===== config.mk =====
export PLATFORM = sky130hd
export DESIGN_NAME = lpc_regs
export DESIGN_NICKNAME = d
export VERILOG_FILES = /design/src/core/lpc_pkg.sv /design/src/core/lpc_regs.sv
export VERILOG_INCLUDE_DIRS = /design/src /design/src/core
export SDC_FILE = /design/constraint.sdc
export NUM_CORES = 1
export LEC_CHECK = 0
export ABC_AREA = 0
export CORE_MARGIN = 10
export CORE_UTILIZATION = 35
export CTS_CLUSTER_DIAMETER = 40
export DETAILED_ROUTE_END_ITERATION = 10
export DONT_BUFFER_PORTS = 1
export PLACE_DENSITY_LB_ADDON = 0.05
export SLEW_MARGIN = 30
export SYNTH_ARGS = -nofsm -noshare
export SYNTH_HDL_FRONTEND = slang
export SYNTH_SLANG_ARGS = --single-unit

===== constraint.sdc =====
create_clock -name clock -period 3.3 [get_ports clock]
set_clock_uncertainty 0.15 [all_clocks]
set_input_delay 0.165 -clock clock [delete_from_list [all_inputs] [get_ports clock]]
set_output_delay 0.165 -clock clock [all_outputs]
set_load 0.02 [all_outputs]

===== src/core/lpc_params.svh =====
// register offsets, field positions, reset values and timing counts of the comparator registers
`ifndef LPC_PARAMS_SVH
`define LPC_PARAMS_SVH
`define LPC_OFF_EVT_READY 12'h100
`define LPC_OFF_EVT_DOWN 12'h104
`define LPC_OFF_EVT_UP 12'h108
`define LPC_OFF_EVT_CROSS 12'h10c
`define LPC_OFF_SHORTS 12'h200
`define LPC_OFF_INT_ENABLE_SET 12'h304
`define LPC_OFF_INT_ENABLE_CLEAR 12'h308
`define LPC_OFF_RESULT 12'h400
`define LPC_OFF_ENABLE 12'h500
`define LPC_OFF_PIN_SELECT 12'h504
`define LPC_OFF_REF_SELECT 12'h508
`define LPC_OFF_EXT_REF_SELECT 12'h50c
`define LPC_OFF_DETECT_CONFIG 12'h520
`define LPC_OFF_HYSTERESIS 12'h538
`define LPC_OFF_TASKS 12'h000
`define LPC_OFF_INT_STATUS 12'h600
`define LPC_OFF_INT_STATUS_CLEAR 12'h604
`define LPC_OFF_INT_STATUS_ENABLE 12'h608
`define LPC_BIT_READY 0
`define LPC_BIT_DOWN 1
`define LPC_BIT_UP 2
`define LPC_BIT_CROSS 3
`define LPC_BIT_TASK_START 0
`define LPC_BIT_TASK_STOP 1
`define LPC_BIT_TASK_SAMPLE 2
`define LPC_RST_REF_SELECT 4'h4
`define LPC_REF_EXTERNAL 4'h7
`define LPC_STARTUP_NS 134000
`define LPC_CLK_PERIOD_NS 4
`define LPC_STARTUP_CYCLES ((`LPC_STARTUP_NS + `LPC_CLK_PERIOD_NS - 1) / `LPC_CLK_PERIOD_NS)
`endif


===== src/core/lpc_pkg.sv =====
// types shared by the comparator register bank
package lpc_pkg;
    typedef struct packed {
        logic [11:0] addr;
        logic [31:0] wdata;
        logic wr;
        logic rd;
    } lpc_bus_req_t;
    typedef struct packed {
        logic enable;
        logic [3:0] ref_sel;
        logic [2:0] ext_ref_sel;
        logic [2:0] pin_sel;
        logic [1:0] detect_mode;
        logic hysteresis;
        logic sample;
    } lpc_analog_cfg_t;
    typedef enum logic [1:0] {
        LPC_OFF,
        LPC_STARTING,
        LPC_RUNNING
    } lpc_state_t;
endpackage


===== src/core/lpc_regs.sv =====
// register bank and control of the low-power comparator
// What this block does
// - writing one to clear register bits 0..3 disables the legacy ready/down/up/cross event interrupts
// - reference codes 0..6 pick one to seven eighths of supply
// - reference code 7 routes the external reference chosen by external select
// - reference codes 8..15 pick odd sixteenths of supply, 1/16 to 15/16
// - reference select resets to four, five eighths of supply
// - ready event raised once comparator started and output valid
// - ready-to-sample shortcut triggers a sample automatically on ready
//
// The implementer's own choice: the address-and-strobe port.
`timescale 1ns/1ps
`default_nettype none
`include "lpc_params.svh"
module lpc_regs
    import lpc_pkg::*;
#(
    parameter int STARTUP_CYCLES = `LPC_STARTUP_CYCLES
) (
    // clock and reset
    input wire logic clock,
    input wire logic rst_n,
    // register port
    input wire logic [11:0] addr,
    input wire logic [31:0] wdata,
    input wire logic wr,
    input wire logic rd,
    output logic [31:0] rdata,
    // analog comparator core
    input wire logic comp_out_pin,
    output lpc_analog_cfg_t analog_cfg,
    // interrupt
    output logic irq
);
    lpc_bus_req_t req;
    assign req = '{addr: addr, wdata: wdata, wr: wr, rd: rd};

    // comparator output arrives from the analog domain
    logic comp_meta, comp_sync, comp_prev;
    logic next_comp_meta, next_comp_sync, next_comp_prev;

    lpc_state_t state, next_state;
    logic [31:0] startup_cnt, next_startup_cnt;
    logic [3:0] int_en, next_int_en;
    logic [3:0] events, next_events;
    logic [3:0] int_status, next_int_status;
    logic [3:0] status_en, next_status_en;
    logic [4:0] shorts, next_shorts;
    logic enable, next_enable;
    logic [2:0] pin_sel, next_pin_sel;
    logic [3:0] ref_sel, next_ref_sel;
    logic [2:0] ext_ref_sel, next_ext_ref_sel;
    logic [1:0] detect_mode, next_detect_mode;
    logic hysteresis, next_hysteresis;
    logic result, next_result;
    logic [31:0] next_rdata;
    lpc_analog_cfg_t next_analog_cfg;
    logic next_irq;

    function automatic logic hit(input lpc_bus_req_t r, input logic [11:0] off);
        hit = r.wr && (r.addr == off);
    endfunction

    logic [3:0] fire;
    logic task_start, task_stop, task_sample;
    logic ready_d, next_ready_d;
    logic do_sample;

    // synchroniser: the second stage feeds logic, the third keeps its previous value for edge detection
    always_comb begin
        next_comp_meta = comp_out_pin;
        next_comp_sync = comp_meta;
        next_comp_prev = comp_sync;
    end

    always_ff @(posedge clock) begin
        if (!rst_n) begin
            comp_meta <= 1'b0;
            comp_sync <= 1'b0;
            comp_prev <= 1'b0;
        end else begin
            comp_meta <= next_comp_meta;
            comp_sync <= next_comp_sync;
            comp_prev <= next_comp_prev;
        end
    end

    // task strobes decoded straight from the write port
    always_comb begin
        task_start = hit(req, `LPC_OFF_TASKS) && req.wdata[`LPC_BIT_TASK_START];
        task_stop = hit(req, `LPC_OFF_TASKS) && req.wdata[`LPC_BIT_TASK_STOP];
        task_sample = hit(req, `LPC_OFF_TASKS) && req.wdata[`LPC_BIT_TASK_SAMPLE];
        // shortcut lands the cycle after ready, once the core is running
        do_sample = task_sample || (shorts[0] && ready_d);
    end

    // comparator control
    always_comb begin
        fire = 4'h0;
        next_state = state;
        next_startup_cnt = startup_cnt;
        next_result = result;
        case (state)
            LPC_OFF: begin
                if (task_start && enable) begin
                    next_state = LPC_STARTING;
                    next_startup_cnt = 32'h0;
                end
            end
            LPC_STARTING: begin
                if (task_stop || !enable) begin
                    next_state = LPC_OFF;
                end else if (startup_cnt == STARTUP_CYCLES - 1) begin
                    fire[`LPC_BIT_READY] = 1'b1;
                    if (shorts[1]) begin
                        next_state = LPC_OFF;
                    end else begin
                        next_state = LPC_RUNNING;
                    end
                end else begin
                    next_startup_cnt = startup_cnt + 32'h1;
                end
            end
            LPC_RUNNING: begin
                if (comp_sync != comp_prev) begin
                    fire[`LPC_BIT_CROSS] = 1'b1;
                    fire[`LPC_BIT_DOWN] = !comp_sync;
                    fire[`LPC_BIT_UP] = comp_sync;
                end
                if (do_sample) begin
                    next_result = comp_sync;
                end
                // crossing shortcuts stop the core in the cycle of the event
                if (task_stop || !enable || (shorts[4:1] & fire) != 4'h0) begin
                    next_state = LPC_OFF;
                end
            end
            default: begin
                next_state = LPC_OFF;
            end
        endcase
        next_ready_d = fire[`LPC_BIT_READY];
    end

    always_ff @(posedge clock) begin
        if (!rst_n) begin
            state <= LPC_OFF;
            startup_cnt <= 32'h0;
            ready_d <= 1'b0;
            result <= 1'b0;
        end else begin
            state <= next_state;
            startup_cnt <= next_startup_cnt;
            ready_d <= next_ready_d;
            result <= next_result;
        end
    end

    // events and interrupts: a hardware set wins over a software clear
    always_comb begin
        next_events = events;
        if (hit(req, `LPC_OFF_EVT_READY)) begin
            next_events[`LPC_BIT_READY] = req.wdata[0];
        end
        if (hit(req, `LPC_OFF_EVT_DOWN)) begin
            next_events[`LPC_BIT_DOWN] = req.wdata[0];
        end
        if (hit(req, `LPC_OFF_EVT_UP)) begin
            next_events[`LPC_BIT_UP] = req.wdata[0];
        end
        if (hit(req, `LPC_OFF_EVT_CROSS)) begin
            next_events[`LPC_BIT_CROSS] = req.wdata[0];
        end
        next_events = next_events | fire;
        next_int_status = int_status;
        if (hit(req, `LPC_OFF_INT_STATUS_CLEAR)) begin
            next_int_status = int_status & ~req.wdata[3:0];
        end
        next_int_status = next_int_status | fire;
        next_int_en = int_en;
        if (hit(req, `LPC_OFF_INT_ENABLE_SET)) begin
            next_int_en = int_en | req.wdata[3:0];
        end
        // only written ones disable, zeros leave an enable alone
        if (hit(req, `LPC_OFF_INT_ENABLE_CLEAR)) begin
            next_int_en = int_en & ~req.wdata[3:0];
        end
        next_status_en = status_en;
        if (hit(req, `LPC_OFF_INT_STATUS_ENABLE)) begin
            next_status_en = req.wdata[3:0];
        end
        // legacy enables gate the event flags, beside the sticky status block
        next_irq = ((events & int_en) != 4'h0) || ((int_status & status_en) != 4'h0);
    end

    always_ff @(posedge clock) begin
        if (!rst_n) begin
            events <= 4'h0;
            int_status <= 4'h0;
            int_en <= 4'h0;
            status_en <= 4'h0;
            irq <= 1'b0;
        end else begin
            events <= next_events;
            int_status <= next_int_status;
            int_en <= next_int_en;
            status_en <= next_status_en;
            irq <= next_irq;
        end
    end

    // configuration registers
    always_comb begin
        next_shorts = shorts;
        if (hit(req, `LPC_OFF_SHORTS)) begin
            next_shorts = req.wdata[4:0];
        end
        next_enable = enable;
        if (hit(req, `LPC_OFF_ENABLE)) begin
            next_enable = req.wdata[0];
        end
        next_pin_sel = pin_sel;
        if (hit(req, `LPC_OFF_PIN_SELECT)) begin
            next_pin_sel = req.wdata[2:0];
        end
        next_ref_sel = ref_sel;
        if (hit(req, `LPC_OFF_REF_SELECT)) begin
            next_ref_sel = req.wdata[3:0];
        end
        next_ext_ref_sel = ext_ref_sel;
        if (hit(req, `LPC_OFF_EXT_REF_SELECT)) begin
            next_ext_ref_sel = req.wdata[2:0];
        end
        next_detect_mode = detect_mode;
        if (hit(req, `LPC_OFF_DETECT_CONFIG)) begin
            next_detect_mode = req.wdata[1:0];
        end
        next_hysteresis = hysteresis;
        if (hit(req, `LPC_OFF_HYSTERESIS)) begin
            next_hysteresis = req.wdata[0];
        end
        // raw code to the core, whose ladder decodes 0..6, 7 and 8..15; one cycle after the write
        next_analog_cfg = '{enable: (next_state != LPC_OFF), ref_sel: next_ref_sel,
            ext_ref_sel: next_ext_ref_sel, pin_sel: next_pin_sel, detect_mode: next_detect_mode,
            hysteresis: next_hysteresis, sample: do_sample};
    end

    always_ff @(posedge clock) begin
        if (!rst_n) begin
            shorts <= 5'h0;
            enable <= 1'b0;
            pin_sel <= 3'h0;
            ref_sel <= `LPC_RST_REF_SELECT;
            ext_ref_sel <= 3'h0;
            detect_mode <= 2'h0;
            hysteresis <= 1'b0;
            analog_cfg <= '{enable: 1'b0, ref_sel: `LPC_RST_REF_SELECT, ext_ref_sel: 3'h0,
                pin_sel: 3'h0, detect_mode: 2'h0, hysteresis: 1'b0, sample: 1'b0};
        end else begin
            shorts <= next_shorts;
            enable <= next_enable;
            pin_sel <= next_pin_sel;
            ref_sel <= next_ref_sel;
            ext_ref_sel <= next_ext_ref_sel;
            detect_mode <= next_detect_mode;
            hysteresis <= next_hysteresis;
            analog_cfg <= next_analog_cfg;
        end
    end

    // read port: data stand only in the cycle after the strobe
    always_comb begin
        next_rdata = 32'h0;
        if (req.rd) begin
            case (req.addr)
                `LPC_OFF_EVT_READY: next_rdata = {31'h0, events[`LPC_BIT_READY]};
                `LPC_OFF_EVT_DOWN: next_rdata = {31'h0, events[`LPC_BIT_DOWN]};
                `LPC_OFF_EVT_UP: next_rdata = {31'h0, events[`LPC_BIT_UP]};
                `LPC_OFF_EVT_CROSS: next_rdata = {31'h0, events[`LPC_BIT_CROSS]};
                `LPC_OFF_SHORTS: next_rdata = {27'h0, shorts};
                `LPC_OFF_INT_ENABLE_SET: next_rdata = {28'h0, int_en};
                `LPC_OFF_INT_ENABLE_CLEAR: next_rdata = {28'h0, int_en};
                `LPC_OFF_RESULT: next_rdata = {31'h0, result};
                `LPC_OFF_ENABLE: next_rdata = {31'h0, enable};
                `LPC_OFF_PIN_SELECT: next_rdata = {29'h0, pin_sel};
                `LPC_OFF_REF_SELECT: next_rdata = {28'h0, ref_sel};
                `LPC_OFF_EXT_REF_SELECT: next_rdata = {29'h0, ext_ref_sel};
                `LPC_OFF_DETECT_CONFIG: next_rdata = {30'h0, detect_mode};
                `LPC_OFF_HYSTERESIS: next_rdata = {31'h0, hysteresis};
                `LPC_OFF_INT_STATUS: next_rdata = {28'h0, int_status};
                `LPC_OFF_INT_STATUS_ENABLE: next_rdata = {28'h0, status_en};
                default: next_rdata = 32'h0;
            endcase
        end
    end

    always_ff @(posedge clock) begin
        if (!rst_n) begin
            rdata <= 32'h0;
        end else begin
            rdata <= next_rdata;
        end
    end
endmodule
`default_nettype wire

# Word-level counts from Yosys, hierarchy flattened
# Cells that the tools add are included.
# Widths: inputs -> output; s select.
# word_totals
output_inout_bits	48
wordCells	119
reg_bits	109
# classes
n_eq_ne	24
addsub	1
reduce_logical	39
bitwise_logic	9
muxes	24
# ops
op	n
$eq 12x11->1 const B	10
$mux 32	3
$pmux 5 s15	1
$pmux 32 s2	1
$eq 12x9->1 const B	4
$eq 12x10->1 const B	3
$add 32x1->32 const B	1
$eq 32x16->1 const B	1
$logic_and 1x1->1	21
$and 4x4->4	5
$logic_not 12->1	1
$mux 4	3
$or 4x4->4	3
$reduce_bool 4->1	3
$mux 2	5
$mux 3	3
$mux 1	7
$ne 2x2->1 const B	3
$pmux 2 s3	1
$reduce_bool 2->1	3
$logic_or 1x1->1	4
$not 4->4	1
$reduce_and 2->1	2
$reduce_and 4->1	1
other kinds (6)	7

# Depth between registers and ports, before layout
# logic_depth
word_depth	9
mapped_depth	9

# Worst setup path after synthesis
# OpenSTA, ideal clock, no wires.
# synth_timing
kind	in2reg
start	in addr[1]
end	reg startup_cnt[29]
setup_slack_ps	535
path_buffers	3
cell_stages	9
arrival_time_ps	2499
required_time_ps	3034
setup_time_ps	116
cell_sequence	or4_1 buf_2 or4b_4 or2_1 buf_6 a2111oi_4 buf_6 a31oi_1 a41o_1
# synth_between
elab_chain_cells	6
elab_cells_between_ends	9
# synth_rtl
element	line_no	source
start: declaration	lpc_regs.sv:24	input wire logic [11:0] addr,
$logic_not 12->1 *	lpc_regs.sv:61	hit = r.wr && (r.addr == off);
$logic_and 1x1->1 *	lpc_regs.sv:61	
$logic_and 1x1->1 (on tied branches)	lpc_regs.sv:91, lpc_regs.sv:90	
$logic_or 1x1->1 / $logic_and 1x1->1 (equally long branches)	lpc_regs.sv:111, lpc_regs.sv:105	
$ne 2x2->1 (no line)	-	
$reduce_and 4->1 (no line) *	-	
end signal: assignment	lpc_regs.sv:153	startup_cnt <= next_startup_cnt;
end: declaration	lpc_regs.sv:43	logic [31:0] startup_cnt, next_startup_cnt;
# Every way passes the cells marked *; elsewhere a longest branch is shown, timed or not.
# A chain may end at the register's enable or synchronous reset.

# Worst setup path after layout
# layout_timing
start	reg startup_cnt[6]
end	reg startup_cnt[31]
# layout_between
elab_chain_cells	4
elab_cells_between_ends	7
# layout_rtl
element	line_no	source
$add 32x1->32	lpc_regs.sv:121	next_startup_cnt = startup_cnt + 32'h1;
$mux 32	lpc_regs.sv:113	end else if (startup_cnt == STARTUP_CYCLES - 1) begin
$mux 32	lpc_regs.sv:111	if (task_stop || !enable) begin
$pmux 32 s2	lpc_regs.sv:103	case (state)
# Parallel ways exist; a longest one is shown, timed or not. The select of a mux whose other input is x is not followed.

==> impl_metrics.toml <==
[synthesis]
synth_edf_count = 0
synthCells = 535
synthArstFlopShare_pct = 0
synth_top_flop_cell = "dfxtp_1"
ys_warn_count = 0
synth_area_sq_mm = 0.00438
synth-seq-cells = 82
yosysSeqAreaShare_pct = 37.5
synth_cell_types = 57
avgSynthCellArea_sq_um = 8.19

[global_route]
grt_pass1_vias = 3571
grt_use_total_pct = 14.3
grt_pass1_wl_um = 20200
grt_antenna_before_repair = 0
grt_max_degree = 38
grt-ovfl-total = 0

[die]
die_area_sq_mm = 0.0174
design.portCount = 97
chipWidth_um = 132
rows = 40
start_util_pct = 36.2
core_area_sq_mm = 0.0121
die_h_um = 132

[cts]
post-cts-setup-buffer-count = 0
tritoncts = "done"
path_clk_slew_ps = 60
cts-root-buf = "clkbuf_16"
ctsResizeCount = 0
cts_buffers = 9
clk_path_buf_depth = 2
clock_latency_ps = 340
cts.sinks = 82
htree_levels = 3
cts_hold_buf = 11

[min_path]
min_path_type = "input port to register"

[timing]
fmax_mhz = 342
holdWs_ps = 19.7
slew_headroom_pct = 46.5
tns_ps = 0
layout_setup_ws_ps = 373
min_period_ps = 2930
setup_viol = 0
hold_viol = 0
min_period_over_period_pct = 88.7
tightest_slew_ps = 803
rsz0062_at_grt = "no"
report.final.slew_viol_count = 0

[run]
drv_cap = 0

[place]
placed_area_sq_mm = 0.00446
place_inst = 688
pre_cts_ws_ps = 329
dp_hpwl_um = 9180
portBuffers = 0
place_congestion = 0.826

[routing]
drt_iter0_markers = 253
finalWirelength_um = 12700
firstDrtPassIters = 4
via_per_inst = 5.38
postRouteAntennaNets = 0
routedWlPerCell_um = 17.8
vias = 3838
drcViolationCount = 0

[pwr]
powerDensity_mw_per_mm2 = 419
finalPower_mw = 2.03
cellLeakagePower_nw = 1.84
ir_drop_mv = 0.241

[setup_path]
path_class = "register to register"
cp_data_required_time_ps = 3360
cp-start-kind = "register"
critPathArrivalTime_ps = 2990
crit_fanout = 10
cp-end-kind = "register"

[final_layout]
final_core_util_pct = 40.0
num_antenna_cells = 0
final_cells = 714
area_delta_synth_final_pct = 10.6
layout_commonest_cell = "dfxtp_1"
mostFrequentLayoutCells = "82 x dfxtp_1, 56 x nor2_1, 55 x nand2_1"
drive_gt1_share_pct = 7.88
final_nets = 594
nFillCells = 1254
final_area_sq_mm = 0.00485

[run_status]
outcome = "finished clean"
-- cells in the mapped netlist (11+ instances only) --
library cell / n / area share, %
nand2_1: 55 / 4.7
dfxtp_1: 82 / 37
nand3_1: 30 / 3.4
mux2i_1: 27 / 6.2
o21ai_0: 15 / 1.7
buf_4: 28 / 4.8
a21oi_1: 35 / 4.0
clkbuf_1: 22 / 1.9
nand2b_1: 11 / 1.6
a31oi_1: 11 / 1.6
nor2_1: 56 / 4.8
inv_1: 16 / 1.4
-- critical path, cell delays in order (launching register included) --
cell and delay (ps):
dfxtp_1 440, nand4_1 240, nor4_1 450, buf_4 210, or4b_2 630, a2111oi_4 230
buf_4 230, a31o_2 160, a21oi_1 50
-- state kept, by name, indices dropped and copies added, names as in the netlist, 2 cells and up, named ones only --
register     cells
shorts           5
rdata            5
analog_cfg       2
events           4
int_status       4
pin_sel          3
state            2
ext_ref_sel      3
ref_sel          4
startup_cnt     32
status_en        4
detect_mode      2
-- layout make-up --
type	count	area (sq um)	share of cell area, %
inverters	16	60.1	1.24
well taps	168	210	4.34
multi-input cells	408	2450	50.5
flip-flops and latches	82	1640	33.9
clock buffers	12	256	5.29
clock inverters	3	15.0	0.310
repair buffers	25	215	4.44
-- path summary, 6_finish.rpt --
check	startpoint	end	slack [ps]	cells after the start
max	startup_cnt[6]	startup_cnt[31]	370	8
min	addr[3]	enable	20	4
max reg2reg	startup_cnt[6]	startup_cnt[31]	370	8
min reg2reg	comp_meta	comp_sync	300	1
-- metal layers --
| metal | part of all wire, % | global-route usage [%] |
|---|---|---|
| met5 | 0 | 0 |
| met4 | 1.4 | 5.25 |
| met3 | 5.8 | 3.66 |
| met2 | 41 | 19.9 |
| met1 | 52 | 20.6 |
-- power by group --
part           switching (mW)  total [mW]  internal, mW
clock                   0.392       0.935         0.543
sequential           0.000587       0.992         0.991
combinational          0.0788       0.105        0.0264
total                   0.471        2.03          1.56
-- cell families after synthesis --
family                   share of synthesized area [%]
AND/OR/NAND/NOR                                   25.6
AO/OA/AOI/OAI                                     20.1
adder cells (fa/ha/maj)                          0.857
buffers and inverters                             8.91
flip-flops                                        37.5
XOR/XNOR                                         0.600
other                                           0.0856
multiplexers                                      6.42
No activity file was read; power rests on OpenSTA's default activity.
